File: config.mk
export PLATFORM = sky130hd
export DESIGN_NAME = irqfe_top
export DESIGN_NICKNAME = d
export VERILOG_FILES = /design/src/inc/irqfe_pkg.sv /design/src/hw/irqfe_edge.sv /design/src/hw/irqfe_match.sv /design/src/hw/irqfe_top.sv
export SDC_FILE = /design/constraint.sdc
export NUM_CORES = 1
export LEC_CHECK = 0
export ABC_AREA = 1
export BUFFER_PORTS_ARGS = -buffer_cell sky130_fd_sc_hd__buf_4
export CORE_MARGIN = 3
export CORE_UTILIZATION = 50
export CTS_CLUSTER_DIAMETER = 40
export DETAILED_ROUTE_END_ITERATION = 8
export PLACE_DENSITY = 0.73
export SYNTH_ARGS = -nofsm -noshare
export SYNTH_HDL_FRONTEND = slang
export SYNTH_SLANG_ARGS = --single-unit
File: constraint.sdc
create_clock -name clock -period 2.7 [get_ports clock]
set_input_delay 0.54 -clock clock [delete_from_list [all_inputs] [get_ports clock]]
set_output_delay 0.54 -clock clock [all_outputs]
set_load 0.005 [all_outputs]
File: src/inc/irqfe_pkg.sv
// shared constants of the interrupt source front end
package irqfe_pkg;
  localparam int ADDR_W = 20;
  localparam int EXT_N = 6;
  localparam int KEY_N = 4;
  localparam int MATCH_N = 4;
  localparam int APB_AW = 8;
  // register byte offsets
  localparam logic [7:0] OFS_CAUSE = 8'h00;
  localparam logic [7:0] OFS_CAUSE2 = 8'h04;
  localparam logic [7:0] OFS_POL = 8'h08;
  localparam logic [7:0] OFS_MEN1 = 8'h0C;
  localparam logic [7:0] OFS_MEN2 = 8'h10;
  localparam logic [7:0] OFS_MADDR0 = 8'h14;
  localparam logic [7:0] OFS_MADDR_STEP = 8'h04;
  localparam logic [7:0] OFS_PEND = 8'h24;
  localparam logic [7:0] OFS_STAT = 8'h28;
  localparam logic [7:0] OFS_KDIR = 8'h2C;
  // field positions
  localparam int EXT4_ROUTE_BIT = 6;
  localparam int EXT5_ROUTE_BIT = 7;
  localparam int COLL0_ROUTE_BIT = 6;
  localparam int COLL1_ROUTE_BIT = 7;
  localparam int PEND_EXT_LSB = 0;
  localparam int PEND_NMI_BIT = 6;
  localparam int PEND_KEY_BIT = 7;
  localparam int PEND_MATCH_BIT = 8;
  localparam int PEND_W = 9;
  localparam int STAT_NMI_BIT = 0;
  localparam int STAT_KEY_LSB = 1;
  localparam int STAT_KEYLOW_BIT = 5;
  // reset values
  localparam logic [7:0] RST_CAUSE = 8'h00;
  localparam logic [7:0] RST_CAUSE2 = 8'h00;
  localparam logic [5:0] RST_POL = 6'h00;
  localparam logic [1:0] RST_MEN = 2'h0;
  localparam logic [19:0] RST_MADDR = 20'h00000;
  localparam logic [3:0] RST_KDIR = 4'h0;
  // stacked pc offsets after a match
  localparam logic [19:0] PC_OFS_SHORT = 20'h00002;
  localparam logic [19:0] PC_OFS_OTHER = 20'h00001;
endpackage

File: src/hw/irqfe_edge.sv
// two-flop synchroniser with edge detection for a group of pins
`timescale 1ns/1ps
`default_nettype none
module irqfe_edge #(
  parameter int W = 1,
  parameter logic [W-1:0] IDLE = '1
) (
  input wire logic clock,
  input wire logic rstn,
  input wire logic [W-1:0] pin,
  output logic [W-1:0] level,
  output logic [W-1:0] rise,
  output logic [W-1:0] fall
);
  logic [W-1:0] meta_q;
  logic [W-1:0] sync_q;
  logic [W-1:0] prev_q;

  // idle reset value keeps a false edge away at reset release
  always_ff @(posedge clock or negedge rstn) begin
    if (!rstn) begin
      meta_q <= IDLE;
      sync_q <= IDLE;
      prev_q <= IDLE;
    end else begin
      meta_q <= pin;
      sync_q <= meta_q;
      prev_q <= sync_q;
    end
  end

  // compare successive sampled levels
  assign level = sync_q;
  assign rise = sync_q & ~prev_q;
  assign fall = ~sync_q & prev_q;
endmodule // irqfe_edge
`default_nettype wire

File: src/hw/irqfe_match.sv
// address comparators raising a request before a chosen instruction
`timescale 1ns/1ps
`default_nettype none
module irqfe_match
  import irqfe_pkg::*;
#(
  parameter int N = MATCH_N
) (
  input wire logic [N-1:0] enable,
  input wire logic [N*ADDR_W-1:0] match_addr,
  input wire logic fetch_start,
  input wire logic [ADDR_W-1:0] fetch_addr,
  input wire logic fetch_external,
  input wire logic fetch_short_op,
  input wire logic ext_bus_8bit,
  output logic hit,
  output logic [1:0] unit,
  output logic [ADDR_W-1:0] return_pc
);
  logic [ADDR_W-1:0] sel_addr;

  // lowest unit wins when two registers hold the same address
  always_comb begin
    hit = 1'b0;
    unit = 2'h0;
    sel_addr = '0;
    for (int i = N - 1; i >= 0; i--) begin
      if (enable[i] && fetch_addr == match_addr[i*ADDR_W +: ADDR_W]) begin
        hit = 1'b1;
        unit = i[1:0];
        sel_addr = match_addr[i*ADDR_W +: ADDR_W];
      end
    end
    // no detection on external areas of an 8-bit bus
    if (!fetch_start || (fetch_external && ext_bus_8bit)) begin
      hit = 1'b0;
    end
  end

  // stacked pc is not the true return address
  assign return_pc = sel_addr +
    (fetch_short_op ? PC_OFS_SHORT : PC_OFS_OTHER);
endmodule // irqfe_match
`default_nettype wire

File: src/hw/irqfe_top.sv
// interrupt source front end: pin edges, nmi, key input, address match
// How it works
// each of six pin interrupts fires on an edge of chosen polarity.
// route bits pick pin four/five, else serial three/four, for shared vectors.
// software clears the pending flag after changing a route bit.
// software keeps polarity falling when both edges are selected.
// software keeps route bits at serial in expansion and processor modes.
// software keeps serial polarity falling when serial channels are routed.
// collision0 route bit picks timer B3/hsync at 0, uart0 collision at 1.
// collision1 route bit picks timer B4/remote at 0, uart1 collision at 1.
// high-to-low on the nmi pin always raises the nmi, unmasked.
// nmi pin level is readable in status but is no input port.
// a key pin set as input going low raises the key interrupt.
// the key interrupt also wakes the device from wait or stop.
// while one key pin is held low other key falls are ignored.
// software must not use key pins as analog inputs.
// four match units request just before the matching instruction runs.
// units 0,1 enabled by first enable register, 2,3 by second.
// match requests ignore global enable and processor priority level.
// stacked pc is match address plus two for short opcodes, else one.
// no match detection on external areas with an 8-bit bus.
// handler must patch stack and return, or unwind and jump.
// software writes only instruction start addresses as match addresses.
// pins are synchronised and edge detected from successive samples.
`timescale 1ns/1ps
`default_nettype none
module irqfe_top (
  input wire logic clock,
  input wire logic rstn,
  // apb slave
  input wire logic [irqfe_pkg::APB_AW-1:0] paddr,
  input wire logic psel,
  input wire logic penable,
  input wire logic pwrite,
  input wire logic [31:0] pwdata,
  output logic [31:0] prdata,
  output logic pready,
  output logic pslverr,
  // pins
  input wire logic [irqfe_pkg::EXT_N-1:0] ext_edge_irq,
  input wire logic nmi_n,
  input wire logic [irqfe_pkg::KEY_N-1:0] key_pin,
  // on-chip sources sharing vectors
  input wire logic serial3_req,
  input wire logic serial4_req,
  input wire logic timer_b3_req,
  input wire logic collision0_req,
  input wire logic timer_b4_req,
  input wire logic collision1_req,
  // core fetch view
  input wire logic fetch_start,
  input wire logic [irqfe_pkg::ADDR_W-1:0] fetch_addr,
  input wire logic fetch_external,
  input wire logic fetch_short_op,
  input wire logic ext_bus_8bit,
  // requests towards the priority resolver
  output logic [3:0] ext_req,
  output logic shared4_req,
  output logic shared5_req,
  output logic tb3_vec_req,
  output logic tb4_vec_req,
  output logic nmi_req,
  output logic key_req,
  output logic key_wake,
  output logic match_req,
  output logic [1:0] match_unit,
  output logic [irqfe_pkg::ADDR_W-1:0] match_return_pc
);
  import irqfe_pkg::*;

  // pick the active edge for one input
  function automatic logic edge_pick(input logic rise, input logic fall,
                                     input logic both, input logic edge_polarity_bit);
    if (both) begin
      return rise | fall;
    end
    return edge_polarity_bit ? rise : fall;
  endfunction

  // byte address of match address register n; read and write share it
  function automatic logic maddr_at(input logic [APB_AW-1:0] addr,
                                    input int n);
    return addr == OFS_MADDR0 + 8'(n) * OFS_MADDR_STEP;
  endfunction

  logic [7:0] cause_q;
  logic [7:0] cause2_q;
  logic [5:0] pol_q;
  logic [1:0] men1_q;
  logic [1:0] men2_q;
  logic [MATCH_N*ADDR_W-1:0] maddr_q;
  logic [KEY_N-1:0] kdir_q;
  logic [PEND_W-1:0] pend_q;
  logic [PEND_W-1:0] pend_set;
  logic key_low_q;
  logic [EXT_N-1:0] ext_lvl;
  logic [EXT_N-1:0] ext_rise;
  logic [EXT_N-1:0] ext_fall;
  logic [EXT_N-1:0] ext_ev;
  logic nmi_lvl;
  logic nmi_fall;
  logic [KEY_N-1:0] key_lvl;
  logic key_low;
  logic key_ev;
  logic m_hit;
  logic [1:0] m_unit;
  logic [ADDR_W-1:0] m_pc;
  logic acc;
  logic wr_en;
  logic mapped;
  logic [31:0] rd_word;

  // pin synchronisers; idle level is high for all pins
  irqfe_edge #(.W(EXT_N), .IDLE('1)) u_ext (
    .clock(clock),
    .rstn(rstn),
    .pin(ext_edge_irq),
    .level(ext_lvl),
    .rise(ext_rise),
    .fall(ext_fall)
  );

  irqfe_edge #(.W(1), .IDLE(1'b1)) u_nmi (
    .clock(clock),
    .rstn(rstn),
    .pin(nmi_n),
    .level(nmi_lvl),
    .rise(),
    .fall(nmi_fall)
  );

  irqfe_edge #(.W(KEY_N), .IDLE('1)) u_key (
    .clock(clock),
    .rstn(rstn),
    .pin(key_pin),
    .level(key_lvl),
    .rise(),
    .fall()
  );

  // enables of both registers feed one comparator bank
  irqfe_match #(.N(MATCH_N)) u_match (
    .enable({men2_q, men1_q}),
    .match_addr(maddr_q),
    .fetch_start(fetch_start),
    .fetch_addr(fetch_addr),
    .fetch_external(fetch_external),
    .fetch_short_op(fetch_short_op),
    .ext_bus_8bit(ext_bus_8bit),
    .hit(m_hit),
    .unit(m_unit),
    .return_pc(m_pc)
  );

  // edge events per pin; both-edge bit overrides polarity
  always_comb begin
    for (int i = 0; i < EXT_N; i++) begin
      ext_ev[i] = edge_pick(ext_rise[i], ext_fall[i], cause_q[i],
                            pol_q[i]);
    end
  end

  // only input-configured pins count; a new low while another is
  // already low does not make a fresh event
  assign key_low = |(~key_lvl & ~kdir_q);
  assign key_ev = key_low & ~key_low_q;

  always_ff @(posedge clock or negedge rstn) begin
    if (!rstn) begin
      key_low_q <= 1'b0;
    end else begin
      key_low_q <= key_low;
    end
  end

  // registered requests towards the core; pin events pulse one cycle, peripheral requests keep their length
  always_ff @(posedge clock or negedge rstn) begin
    if (!rstn) begin
      ext_req <= 4'h0;
      shared4_req <= 1'b0;
      shared5_req <= 1'b0;
      tb3_vec_req <= 1'b0;
      tb4_vec_req <= 1'b0;
    end else begin
      ext_req <= ext_ev[3:0];
      shared4_req <= cause_q[EXT4_ROUTE_BIT] ? ext_ev[4]
                                              : serial3_req;
      shared5_req <= cause_q[EXT5_ROUTE_BIT] ? ext_ev[5]
                                              : serial4_req;
      tb3_vec_req <= cause2_q[COLL0_ROUTE_BIT] ? collision0_req
                                                : timer_b3_req;
      tb4_vec_req <= cause2_q[COLL1_ROUTE_BIT] ? collision1_req
                                                : timer_b4_req;
    end
  end

  // nmi and key outputs; nothing here can mask them
  // wake is a pulse, so the clock must still run in the low-power modes
  always_ff @(posedge clock or negedge rstn) begin
    if (!rstn) begin
      nmi_req <= 1'b0;
      key_req <= 1'b0;
      key_wake <= 1'b0;
    end else begin
      nmi_req <= nmi_fall;
      key_req <= key_ev;
      key_wake <= key_ev;
    end
  end

  // match request is not gated by any enable flag or level here
  always_ff @(posedge clock or negedge rstn) begin
    if (!rstn) begin
      match_req <= 1'b0;
      match_unit <= 2'h0;
      match_return_pc <= '0;
    end else begin
      match_req <= m_hit;
      if (m_hit) begin
        match_unit <= m_unit;
        match_return_pc <= m_pc;
      end
    end
  end

  // apb: answer one cycle into the access phase
  // one fixed wait state keeps the decode off the critical path
  assign acc = psel & penable;
  assign wr_en = acc & pready & pwrite & mapped;

  always_comb begin
    mapped = 1'b1;
    rd_word = 32'h0000_0000;
    unique case (paddr)
      OFS_CAUSE: rd_word[7:0] = cause_q;
      OFS_CAUSE2: rd_word[7:0] = cause2_q;
      OFS_POL: rd_word[5:0] = pol_q;
      OFS_MEN1: rd_word[1:0] = men1_q;
      OFS_MEN2: rd_word[1:0] = men2_q;
      OFS_PEND: rd_word[PEND_W-1:0] = pend_q;
      OFS_KDIR: rd_word[KEY_N-1:0] = kdir_q;
      OFS_STAT: begin
        rd_word[STAT_NMI_BIT] = nmi_lvl;
        rd_word[STAT_KEY_LSB +: KEY_N] = key_lvl;
        rd_word[STAT_KEYLOW_BIT] = key_low_q;
      end
      default: begin
        mapped = 1'b0;
        for (int i = 0; i < MATCH_N; i++) begin
          if (maddr_at(paddr, i)) begin
            mapped = 1'b1;
            rd_word[ADDR_W-1:0] = maddr_q[i*ADDR_W +: ADDR_W];
          end
        end
      end
    endcase
  end

  // pready high for one cycle; read data and error stand with it
  always_ff @(posedge clock or negedge rstn) begin
    if (!rstn) begin
      pready <= 1'b0;
      pslverr <= 1'b0;
      prdata <= 32'h0000_0000;
    end else begin
      pready <= acc & ~pready;
      pslverr <= acc & ~pready & ~mapped;
      prdata <= (acc & ~pready & ~pwrite) ? rd_word : 32'h0000_0000;
    end
  end

  // source routing; a route change leaves stale pending flags behind,
  // which software has to clear itself
  always_ff @(posedge clock or negedge rstn) begin
    if (!rstn) begin
      cause_q <= RST_CAUSE;
      cause2_q <= RST_CAUSE2;
    end else if (wr_en) begin
      if (paddr == OFS_CAUSE) begin
        cause_q <= pwdata[7:0];
      end
      if (paddr == OFS_CAUSE2) begin
        cause2_q <= pwdata[7:0];
      end
    end
  end

  // pin polarity and key direction
  always_ff @(posedge clock or negedge rstn) begin
    if (!rstn) begin
      pol_q <= RST_POL;
      kdir_q <= RST_KDIR;
    end else if (wr_en) begin
      if (paddr == OFS_POL) begin
        pol_q <= pwdata[5:0];
      end
      if (paddr == OFS_KDIR) begin
        kdir_q <= pwdata[KEY_N-1:0];
      end
    end
  end

  // match enables and addresses
  always_ff @(posedge clock or negedge rstn) begin
    if (!rstn) begin
      men1_q <= RST_MEN;
      men2_q <= RST_MEN;
      maddr_q <= {MATCH_N{RST_MADDR}};
    end else if (wr_en) begin
      if (paddr == OFS_MEN1) begin
        men1_q <= pwdata[1:0];
      end
      if (paddr == OFS_MEN2) begin
        men2_q <= pwdata[1:0];
      end
      for (int i = 0; i < MATCH_N; i++) begin
        if (maddr_at(paddr, i)) begin
          maddr_q[i*ADDR_W +: ADDR_W] <= pwdata[ADDR_W-1:0];
        end
      end
    end
  end

  // sticky event flags for software; an event in the clearing cycle
  // survives because the set term is applied after the clear
  always_comb begin
    pend_set = '0;
    pend_set[PEND_EXT_LSB +: EXT_N] = ext_ev;
    pend_set[PEND_NMI_BIT] = nmi_fall;
    pend_set[PEND_KEY_BIT] = key_ev;
    pend_set[PEND_MATCH_BIT] = m_hit;
  end

  always_ff @(posedge clock or negedge rstn) begin
    if (!rstn) begin
      pend_q <= '0;
    end else if (wr_en && paddr == OFS_PEND) begin
      pend_q <= (pend_q & ~pwdata[PEND_W-1:0]) | pend_set;
    end else begin
      pend_q <= pend_q | pend_set;
    end
  end
endmodule // irqfe_top
`default_nettype wire

Word level (Yosys, flattened, before mapping) --
Index checks and enable logic that the tools add are counted.
Cells by class: add/subtract/negate cells 1, equality and inequality tests 15, multiplexer cells 59, bitwise operators 31, reduce and logical (&&, ||, !) cells 25
Operator list (count):
- two-way mux 20 bit | 9
- == test 20 bit | 4
- two-way mux 1 bit | 38
- == test 8 x 5 -> 1 bit, second input constant | 4
- == test 8 x 6 -> 1 bit, second input constant | 4
- adder 20 bit | 1
- AND reduction 2 bit | 10
- bitwise OR 9 bit | 2
- == test 8 x 4 -> 1 bit, second input constant | 2
- case mux 2 bit (8 select lines) | 1
- case mux 2 bit (7 select lines) | 1
- bitwise AND 6 bit | 2
- NOT 6 bit | 2
- case mux 2 bit (6 select lines) | 1
- two-way mux 11 bit | 1
- two-way mux 2 bit | 5
- bitwise AND 1 bit | 9
- bitwise AND 9 bit | 1
- two-way mux 9 bit | 1
- NOT 9 bit | 1
- == test 8 x 3 -> 1 bit, second input constant | 1
- logical NOT 8 bit | 1
- NOT 4 bit | 2
- case mux 2 bit (4 select lines) | 1
- 13 further kinds | 27
Storage, ports and cells: register bits 204, input bits 86, output and inout bits 68, logic and storage cells 164

Longest topological paths before layout --
Gate-level depths: netlist of the first run.
depth after elaboration 9, gate-level depth with buffers 25, mapped depth without buffers 24

By module --
From an unflattened synthesis of the first run, not the netlist that was laid out.
Second synthesis, totals: cell total of the unflattened synthesis 1549, area total of the unflattened synthesis 11471.0 um^2
By module, submodules not included:
- irqfe_top | times used 1, cells each 913, area an instance 7736.2 um^2
- irqfe_match | times used 1, cells each 559, area an instance 2702.6 um^2
- irqfe_edge at u_ext | times used 1, cells each 42, area an instance 563.0 um^2
- irqfe_edge at u_key | times used 1, cells each 28, area an instance 375.4 um^2
- irqfe_edge at u_nmi | times used 1, cells each 7, area an instance 93.8 um^2

Worst setup path after synthesis of the first run --
Ideal clock, no wire load.
path type in2reg, from input port fetch_addr[12] in the netlist's numbering, to register match_return_pc[8] in the netlist's numbering, arrival time 2.983 ns, required time 2.581 ns, setup slack -0.401 ns, stages 20, path through buf_2 xor2_1 nor2_1 nand3b_1 nor2_4 nand2_4 buf_6 inv_1 a21oi_1 o22ai_1 ha_1 inv_1 fa_1 inv_1 nand3_1 nor2_1 nand2_1 xor2_1 nand2_1 o21a_1
Between the ends: longest elaborated chain between the ends 7, elaborated cells on any way between the ends 18, those cells by class add/sub (1); eq/ne (4); mux (9); reduce/logical (4)
Ends and longest elaborated chain:
- start, declared | line irqfe_top.sv:52 | input wire logic [irqfe_pkg::ADDR_W-1:0] fetch_addr,
- == test 20 bit | line irqfe_match.sv:28 | if (enable[i] && fetch_addr == match_addr[i*ADDR_W +: ADDR_W]) begin
- logical AND 1 bit | line irqfe_match.sv:28
- two-way mux 20 bit / two-way mux 1 bit (equally long branches) (4 in series) | line irqfe_match.sv:28
- adder 20 bit / two-way mux 1 bit (equally long branches) | line irqfe_match.sv:41, irqfe_match.sv:35
- end signal, assigned | line irqfe_top.sv:221 | match_return_pc <= m_pc;
- end, declared | line irqfe_top.sv:67 | output logic [irqfe_pkg::ADDR_W-1:0] match_return_pc
Several ways; a longest one is shown, not always the timed one. A chain may end at the register's enable or synchronous reset.

Final worst setup path of the first run --
from register maddr_q[45], to register match_return_pc[19] in the netlist's numbering
Between the ends: longest elaborated chain between the ends 6, elaborated cells on any way between the ends 10, those cells by class add/sub (1); eq/ne (1); mux (7); reduce/logical (1)
Ends and longest elaborated chain:
- start, declared | line irqfe_top.sv:91 | logic [MATCH_N*ADDR_W-1:0] maddr_q;
- start signal, assigned | line irqfe_top.sv:308 | maddr_q <= {MATCH_N{RST_MADDR}};
- start signal, assigned by index | line irqfe_top.sv:318 | maddr_q[i*ADDR_W +: ADDR_W] <= pwdata[ADDR_W-1:0];
- == test 20 bit | line irqfe_match.sv:28
- logical AND 1 bit | line irqfe_match.sv:28
- two-way mux 20 bit / two-way mux 1 bit (equally long branches) (3 in series) | line irqfe_match.sv:28
- adder 20 bit / two-way mux 1 bit (equally long branches) | line irqfe_match.sv:41, irqfe_match.sv:35
Several ways; a longest one is shown, not always the timed one.

==> results of run 1 <==
## repair_timing
| item | in CTS | in global routing |
|---|---|---|
| setup endpoints to repair | 19 | 19 |
| setup buffers | 28 | 12 |
| pin swaps | 51 | 34 |
| resized for setup | 91 | 80 |
## layout by cell type, fill, tap and decap left out, types with 19 or more instances in the layout
| cell type | count |
|---|---|
| nand2_2 | 56 |
| o21ai_0 | 174 |
| a21oi_1 | 68 |
| nor2_2 | 25 |
| nand2_1 | 494 |
| inv_2 | 36 |
| nor2_1 | 161 |
| dfrtp_1 | 167 |
| inv_1 | 173 |
| nor3_1 | 19 |
| clkbuf_16 | 36 |
| buf_4 | 433 |
| dfstp_2 | 29 |
| nand3_1 | 44 |
## registers in the layout, indices dropped and copies added (netlist names), 2 cells and up
name             flops
match_unit           2
maddr_q             80
cause2_q             8
pend_q               9
u_ext.meta_q         6
men2_q               2
u_ext.level          6
kdir_q               4
cause_q              8
u_ext.prev_q         6
men1_q               2
prdata              20
u_key.level          4
ext_req              4
u_key.meta_q         4
match_return_pc     20
pol_q                6
## worst max path at each step
stage	startpoint	end	slack (ns)
floorplan	fetch_addr[12]	match_return_pc[8]	-0.31
detailed placement	fetch_addr[9]	match_return_pc[8]	-0.72
global placement	fetch_addr[9]	match_return_pc[16]	-0.68
global route	maddr_q[33]	match_return_pc[16]	-0.49
finish	maddr_q[45]	match_return_pc[19]	-0.34
CTS	maddr_q[68]	match_return_pc[16]	-0.27
## kinds of logic after synthesis
family	Yosys count
flip-flops	204
other	1
XOR/XNOR	18
AND/OR/NAND/NOR	880
multiplexers	2
AO/OA/AOI/OAI	344
adder cells (fa/ha/maj)	15
buffers and inverters	283
## per-stage QoR
stage,setup TNS (ns),std cells,power [mW]
after global placement,-9.854,2433,3.703
after global routing,-6.201,2536,8.560
after floorplan,-2.046,1758,3.374
after CTS,-2.725,2525,8.347
final,-3.935,2536,8.338
after detailed placement,-10.30,2433,3.713
## critical path, stage by stage, from the launching register on
cell	delay, ns
dfrtp_1	0.39
inv_1	0.08
nand2_1	0.06
nand2_1	0.10
nor2_2	0.14
nand2_2	0.09
nor2_4	0.11
nand3_4	0.11
buf_12	0.15
nand2_4	0.07
inv_4	0.04
buf_6	0.11
nand2_4	0.06
a21oi_4	0.06
buf_6	0.12
ha_4	0.25
a21o_1	0.18
nand3_2	0.12
nor2_4	0.20
nand3_2	0.12
nor2_4	0.14
nand3_1	0.09
nand2_1	0.06
nand2_1	0.04
nand2_1	0.05
## power breakdown
group          internal (mW)  switching [mW]
clock                   2.96            1.68
combinational          0.227           0.349
sequential              3.11          0.0179
total                   6.30            2.04
## metal layers
| metal | wire [µm] | part of all wire | track usage |
|---|---|---|---|
| met5 | 0 | 0 | 0 |
| met1 | 19700 | 0.37 | 0.4993 |
| met4 | 3666 | 0.070 | 0.2261 |
| met3 | 4741 | 0.090 | 0.06188 |
| met2 | 24440 | 0.47 | 0.6425 |
## area by class of cell
class	count	area [µm²]
clock buffer	42	953.4
clock inverter	22	280.3
fill	1845	6006
inverter	216	825.8
multi-input combinational	1271	6583
sequential	204	5151
tap	319	399.1
timing repair buffer	462	3695
==> flow_summary.yaml, run 1 <==
grt:
  grt_pass1_vias: 14160
  overflow: 0
  grt_pass1_wl_mm: 79.72
  grt_start_max_net_pins: 63
  track_usage: 0.3941
  antenna_found_initial: 0
die:
  num_io_pins: 154
  fp.dieH_um: 163.1
  rows: 56
  coreArea_um2: 23890
  die_area_um2: 26600
  initial_core_util: 0.5164
  die_x_um: 163.1
sta:
  final_max_slew_viol_count: 0
  setup_violations: 17
  holdWs_ns: 0.01351
  finalHoldViolCount: 0
  setup_slack_ns: -0.3368
  grt_setup_unrepaired: "true"
  fin_crit_ns: 3.037
  period_share: 1.125
  clock_skew_ns: 0.02673
  maxSlewHeadroom: 0.5767
  worst_slew_pin_slew_ns: 0.6349
  fmax_mhz: 329.3
setup_path:
  required_ns: 3.14
  rr_endpoint: "match_return_pc[19]"
  r2r_setup_slack_ns: -0.34
  cp.arrival_ns: 3.48
  worstSetupPathType: "reg -> reg"
  startpoint_type: "flip-flop"
  worst_setup_path_end_kind: "flip-flop"
  path_max_fanout: 3
  r2r-start: "maddr_q[45]"
  r2r_cells: 24
clock_tree:
  clock_latency_ns: 0.51
  cts_tree: "built"
  clk_pin_slew_ns: 0.06
  cts_buffers: 35
  h-tree-depth: 2
  clock_sinks: 204
  cts_hold_buf: 0
  clk_path_buf_depth: 3
  cts_root_buffer: "clkbuf_16"
cells_and_area:
  drive_gt1_frac: 0.3473
  final_area_um2: 17890
  final_util: 0.7486
  areaGrowthSynthToFinish_pct: 44.96
  nets: 2291
  antenna_cells: 0
yosys:
  synth.cell_area_um2: 12340
  synthSimpleGateAreaFrac: 0.2997
  ys_warn_count: 0
  synth_fa_ha_area_frac: 0.01582
  synth_mux_area_frac: 0.001825
  synth-edff-count: 0
  netlist_instances: 1747
  synth_top_family_by_area: "simple AND/OR/NAND/NOR gates"
  ys.flop_type: "dfrtp_1"
  synth.area.top_cells: "dfrtp_1, nand2_1, o21ai_0"
  synth_cell_types: 60
  yosys-top-cells-count: "nand2_1, inv_1, o21ai_0"
  synth_xor_area_frac: 0.01278
  synth_compound_area_frac: 0.1555
  async_flop_share: 1.000
  yosys.area.top_type: "dfrtp_1"
  synth.top_cell.area_share: 0.3549
  ys_seq_area_frac: 0.4166
  avgSynthCellArea_um2: 7.063
  yosys_register_bits: 204
  yosysMostFrequentCell: "nand2_1"
status:
  status: "finished with violations"
  violations: "negative setup slack"
route:
  final_antenna_net_count: 0
  wl_per_cell_um: 20.72
  avgViaCountPerCell: 5.591
  drt-pass1-iter-count: 6
  dr.first_iter.drc_count: 1673
  vias: 14180
  drc: 0
  wirelength_mm: 52.55
placement:
  place.gp.congestion: 1.145
  pre_cts_ws_ns: -0.7191
  dp_hpwl_mm: 39.77
  numPortBuffers: 129
  post_dp_cell_area_um2: 15780
min_path:
  hold_path.class: "in -> async"
pwr:
  p_leak_nw: 9.079
  ir_drop_mv: 0.4868
  power.density_nw_per_um2: 466.1
job:
  drv_cap: 0
(Power assumes the default switching activity.)
==> run 2, diff against run 1 <==
--- a/config.mk
+++ b/config.mk
@@ -11,7 +11,7 @@
 export CORE_UTILIZATION = 50
 export CTS_CLUSTER_DIAMETER = 40
 export DETAILED_ROUTE_END_ITERATION = 8
-export PLACE_DENSITY = 0.73
+export PLACE_DENSITY = 0.76
 export SYNTH_ARGS = -nofsm -noshare
 export SYNTH_HDL_FRONTEND = slang
 export SYNTH_SLANG_ARGS = --single-unit
==> constraint.sdc (replaced) <==
create_clock -name clock -period 3.6 [get_ports clock]
set_input_delay 0.72 -clock clock [delete_from_list [all_inputs] [get_ports clock]]
set_output_delay 0.72 -clock clock [all_outputs]
set_load 0.005 [all_outputs]
==> run 2 against run 1 <==
- cell count fell by 7.2%
- design area decreased by 11%
- sequential share of layout area rose by 3.6 points
- the run now ends clean
- worst setup slack better by 0.57 ns
- first-iteration DRC count is 18% lower
- power decreased by 25%
- register-to-register slack gained 0.57 ns
- sequential power is 25% lower
- non-clock buffer count down 183
- maximum frequency fell by 9.7%
- critical path type unchanged
==> flow_summary.yaml, run 2 (synthesized netlist as in run 1, its figures left out) <==
setup_path:
  r2r_setup_slack_ns: 0.24
  r2r-start: "maddr_q[65]"
  cp.arrival_ns: 3.78
  worst_setup_path_end_kind: "flip-flop"
  rr_endpoint: "match_return_pc[16]"
  worstSetupPathType: "reg -> reg"
  path_max_fanout: 5
  startpoint_type: "flip-flop"
  required_ns: 4.02
  r2r_cells: 22
grt:
  overflow: 0
  track_usage: 0.3575
  grt_pass1_wl_mm: 72.22
  antenna_found_initial: 1
  grt_pass1_vias: 12670
  grt_start_max_net_pins: 89
sta:
  setup_slack_ns: 0.2351
  final_max_slew_viol_count: 0
  fin_crit_ns: 3.365
  period_share: 0.9347
  holdWs_ns: 0.2931
  grt_setup_unrepaired: "true"
  fmax_mhz: 297.2
  fin_setup_tns_ns: 0
  finalHoldViolCount: 0
  worst_slew_pin_slew_ns: 0.7603
  maxSlewHeadroom: 0.4931
  setup_violations: 0
  clock_skew_ns: 0.02894
cells_and_area:
  drive_gt1_frac: 0.2344
  largest_reg_flops: 80
  layout_commonest_cell: "nand2_1"
  final_cell_mix: "nand2_1, buf_4, inv_1"
  top_register: "maddr_q"
  final_cells: 2354
  areaGrowthSynthToFinish_pct: 28.72
  antenna_cells: 0
  nets: 2109
  top_regs: "maddr_q (80), match_return_pc (20), prdata (20)"
die:
  coreArea_um2: 23890
  die_x_um: 163.1
  initial_core_util: 0.5164
  rows: 56
  die_area_um2: 26600
  num_io_pins: 154
  fp.dieH_um: 163.1
pwr:
  total_power_mw: 6.290
  ir_drop_mv: 0.5344
  p_leak_nw: 8.037
  power.density_nw_per_um2: 396.0
placement:
  place.gp.congestion: 1.068
  dp_hpwl_mm: 36.50
  dp_cells: 2283
  pre_cts_ws_ns: -0.1577
  numPortBuffers: 129
route:
  wirelength_mm: 47.66
  dr.first_iter.drc_count: 1376
  drt-pass1-iter-count: 7
  vias: 13050
  drc: 0
  avgViaCountPerCell: 5.542
  final_antenna_net_count: 0
  wl_per_cell_um: 20.24
min_path:
  hold_path.class: "in -> async"
clock_tree:
  cts_buffers: 36
  cts_root_buffer: "clkbuf_16"
  clk_pin_slew_ns: 0.06
  h-tree-depth: 2
  cts_tree: "built"
  cts_hold_buf: 0
  clock_sinks: 204
  clock_latency_ns: 0.52
  clk_path_buf_depth: 3
job:
  drv_cap: 0
status:
  status: "finished, final reports clean"
run 2: cell types whose count changed in the layout (fill, tap and decap cells not counted), sizes merged:
cell / before / now
buf: 462 / 278
bufinv: 4 / 5
clkbuf: 42 / 46
clkinv: 12 / 10
clkinvlp: 3 / 4
inv: 219 / 217
run 2: cell type report:
| type | instances | area [µm²] |
|---|---|---|
| tap | 319 | 399.1 |
| fill | 2127 | 8010 |
| clock buffer | 45 | 996.0 |
| multi-input combinational | 1271 | 6100 |
| clock inverter | 20 | 262.8 |
| inverter | 216 | 814.5 |
| sequential | 204 | 5147 |
| timing repair buffer | 279 | 2163 |
run 2: per-layer routing:
layer | routed length (µm) | global-route usage | vias to the layer above
met3 | 3665 | 0.05402 | 168
met5 | 7 | 0 | -
li1 | - | - | 6098
met1 | 19250 | 0.4619 | 6097
met4 | 2919 | 0.1888 | 2
met2 | 21820 | 0.5817 | 682
run 2: worst max-delay path by stage:
stage | cells after the start | from | slack, ns | endpoint
4_1_cts | 23 | maddr_q[66] | 0.1 | match_return_pc[8]
3_3_place_gp | 24 | fetch_addr[3] | -0.03 | match_return_pc[8]
2_1_floorplan | 20 | fetch_addr[12] | 0.32 | match_return_pc[8]
3_5_place_dp | 22 | fetch_addr[1] | -0.16 | match_return_pc[8]
5_1_grt | 25 | maddr_q[69] | -0.03 | match_return_pc[16]
6_report | 22 | maddr_q[65] | 0.24 | match_return_pc[16]
run 2: power by group:
group,switching [mW],leakage [nW],internal (mW)
Sequential,0.0135,2.20,2.34
Combinational,0.245,5.23,0.157
Clock,1.21,0.610,2.33
run 2: what timing repair did:
action | 4_1_cts | 5_1_grt
gates resized for setup | 0 | 20
setup buffers | 0 | 6
setup endpoints to repair | 0 | 8
run 2: critical path, cell delays in order, from the launching register on:
cell and delay [ns]:
dfrtp_2 0.44, inv_1 0.10, nand2_1 0.18, nand4_1 0.13
nand3b_1 0.22, nor2_4 0.17, nand2_4 0.06, inv_1 0.09
a21oi_1 0.07, o22ai_1 0.13, buf_4 0.17, ha_1 0.18
inv_1 0.06, fa_1 0.38, inv_2 0.10, nand2_1 0.09
nor2_2 0.12, nand3_2 0.12, nor2_4 0.16, nand2_1 0.07
nand2_1 0.06, nand2_1 0.05, a21oi_1 0.12
run 2: stage by stage:
step,util,cell area (µm²)
6_report,0.6647,15880
2_1_floorplan,-,12380
4_1_cts,0.6605,15780
3_3_place_gp,0.6078,14520
5_1_grt,0.6647,15880
3_5_place_dp,0.6078,14520
==> run 3, diff against run 2 <==
--- a/config.mk
+++ b/config.mk
@@ -6,12 +6,12 @@
 export NUM_CORES = 1
 export LEC_CHECK = 0
 export ABC_AREA = 1
-export BUFFER_PORTS_ARGS = -buffer_cell sky130_fd_sc_hd__buf_4
 export CORE_MARGIN = 3
 export CORE_UTILIZATION = 50
 export CTS_CLUSTER_DIAMETER = 40
 export DETAILED_ROUTE_END_ITERATION = 8
-export PLACE_DENSITY = 0.76
+export DONT_BUFFER_PORTS = 1
+export PLACE_DENSITY = 0.71
 export SYNTH_ARGS = -nofsm -noshare
 export SYNTH_HDL_FRONTEND = slang
 export SYNTH_SLANG_ARGS = --single-unit
==> run 3 against run 2 <==
- worst hold slack worse by 0.38 ns
- largest cell class unchanged
- the run now ends with negative hold slack left
- critical endpoint unchanged
- first-iteration DRC count is 4.9% lower
- combinational power is 47% lower
- clock power is 5.9% lower
- register-to-register slack worse by 0.04 ns
- sequential share of layout area is 2.9 points higher
- via count is 5.3% lower
==> flow_summary.yaml, run 3 (synthesized netlist as in run 1, its figures left out) <==
status:
  status: "finished with violations"
  violations: "negative hold slack"
setup_path:
  worst_setup_path_end_kind: "flip-flop"
  required_ns: 4.02
  cp.arrival_ns: 3.83
  path_max_fanout: 5
  startpoint_type: "flip-flop"
  worstSetupPathType: "reg -> reg"
grt:
  grt_busiest_layer: "met2"
  met3_usage: 0.07608
  overflow: 0
  grt_start_max_net_pins: 205
  grt_pass1_vias: 12200
  track_usage: 0.3633
  grt_pass1_wl_mm: 72.36
  grt_use_met2: 0.5915
  use_met1: 0.4539
  antenna_found_initial: 0
job:
  drv_cap: 0
clock_tree:
  cts_tree: "built"
  h-tree-depth: 2
  clock_latency_ns: 0.51
  clk_pin_slew_ns: 0.06
  cts_root_buffer: "clkbuf_16"
  clock_sinks: 204
  clk_path_buf_depth: 3
  postCtsSetupRepairBufs: 0
  cts_buffers: 34
cells_and_area:
  largest_reg_flops: 80
  drive_gt1_frac: 0.1636
  layout_commonest_cell: "nand2_1"
  antenna_cells: 0
  top_register: "maddr_q"
  areaGrowthSynthToFinish_pct: 17.88
  multi_input_area_um2: 6071
  final_area_um2: 14550
  top_regs: "maddr_q (80), match_return_pc (20), prdata (20)"
  nets: 1954
  final_util: 0.6088
  final_cell_mix: "nand2_1, inv_1, o21ai_0"
  regArea_um2: 5142
  fillers: 2225
placement:
  post_dp_cell_area_um2: 13360
  place.gp.congestion: 1.013
  numPortBuffers: 0
  dp_hpwl_mm: 36.81
die:
  initial_core_util: 0.5164
  die_area_um2: 26600
  fp.dieH_um: 163.1
  die_x_um: 163.1
  rows: 56
  coreArea_um2: 23890
  num_io_pins: 154
sta:
  holdWs_ns: -0.08319
  setup_violations: 0
  period_share: 0.9469
  maxSlewHeadroom: 0.4963
  grt_setup_unrepaired: "false"
  clock_skew_ns: 0.01084
  worst_slew_pin_slew_ns: 0.7548
  fmax_mhz: 293.4
  finalHoldViolCount: 175
  fin_crit_ns: 3.409
  final_max_slew_viol_count: 0
route:
  drc: 0
  avgViaCountPerCell: 5.624
  vias: 12350
  dr.first_iter.drc_count: 1309
  wl_per_cell_um: 21.95
  final_antenna_net_count: 0
  wirelength_mm: 48.20
  drt-pass1-iter-count: 6
pwr:
  power.density_nw_per_um2: 405.2
  p_leak_nw: 7.197
  ir_drop_mv: 0.3745
min_path:
  hold_path.class: "in -> async"
run 3: cell count changes in the layout (fill, tap and decap cells not counted), sizes merged:
cell,change
buf,-152
clkbuf,-6
clkinvlp,-1
inv,+1
run 3: final timing paths:
check,from,end,slack [ns],cells past startpoint
worst max-delay path,maddr_q[62],match_return_pc[16],0.19,23
worst min-delay path,rstn,maddr_q[74],-0.08,0
worst max register to register,maddr_q[62],match_return_pc[16],0.19,23
worst min register to register,u_ext.meta_q[3],u_ext.level[3],0.35,0
max in group asynchronous,rstn,u_ext.prev_q[3],3.34,0
min in group clock,ext_edge_irq[0],u_ext.meta_q[0],0.21,0
run 3: routing by layer:
metal,vias to the layer above,wire (µm),part of all wire
met1,5780,18810,0.39
met3,172,4114,0.085
met2,618,22070,0.46
li1,5780,-,-
met4,0,3205,0.067
met5,-,0,0
run 3: worst max-delay path: stages (launching register included):
cell and delay, ns:
dfrtp_1 0.45, inv_1 0.11, nor2_1 0.07, nor3b_2 0.22, buf_4 0.14, nand3b_1 0.13, nor2_4 0.17, nand2_4 0.06
inv_1 0.10, a21oi_1 0.07, o22ai_1 0.12, buf_4 0.17, ha_1 0.18, inv_1 0.06, fa_1 0.37, inv_1 0.14
nand2_1 0.09, nor2_1 0.12, nand3_2 0.13, nor2_4 0.14, nand2_1 0.06, nand2_1 0.06, nand2_1 0.05, a21oi_1 0.12
run 3: metrics by stage:
step	total power, mW	cells	setup TNS [ns]	setup WS, ns
after global routing	6.060	2196	0	0.01902
after floorplan	2.528	1758	0	0.3186
after detailed placement	2.597	2136	-0.2414	-0.09364
after CTS	5.922	2196	0	0.1272
final	5.894	2196	0	0.1913
after global placement	2.594	2136	0	0.02522
run 3: repair_timing:
item                                    in CTS  in global routing
resized for setup                            0                  8
endpoints found under the setup margin       0                  7
hold endpoints to repair                   175                175
run 3: power breakdown:
group / switching (mW) / internal (mW)
clock network: 1.17 / 2.16
registers: 0.0156 / 2.33
logic: 0.137 / 0.0771
run 3: final cells by class:
class	count	share of cell area
clock buffer	40	0.06151
multi-input combinational	1271	0.4174
inverter	216	0.05600
timing repair buffer	126	0.06589
sequential	204	0.3535
tap	319	0.02744
clock inverter	20	0.01824
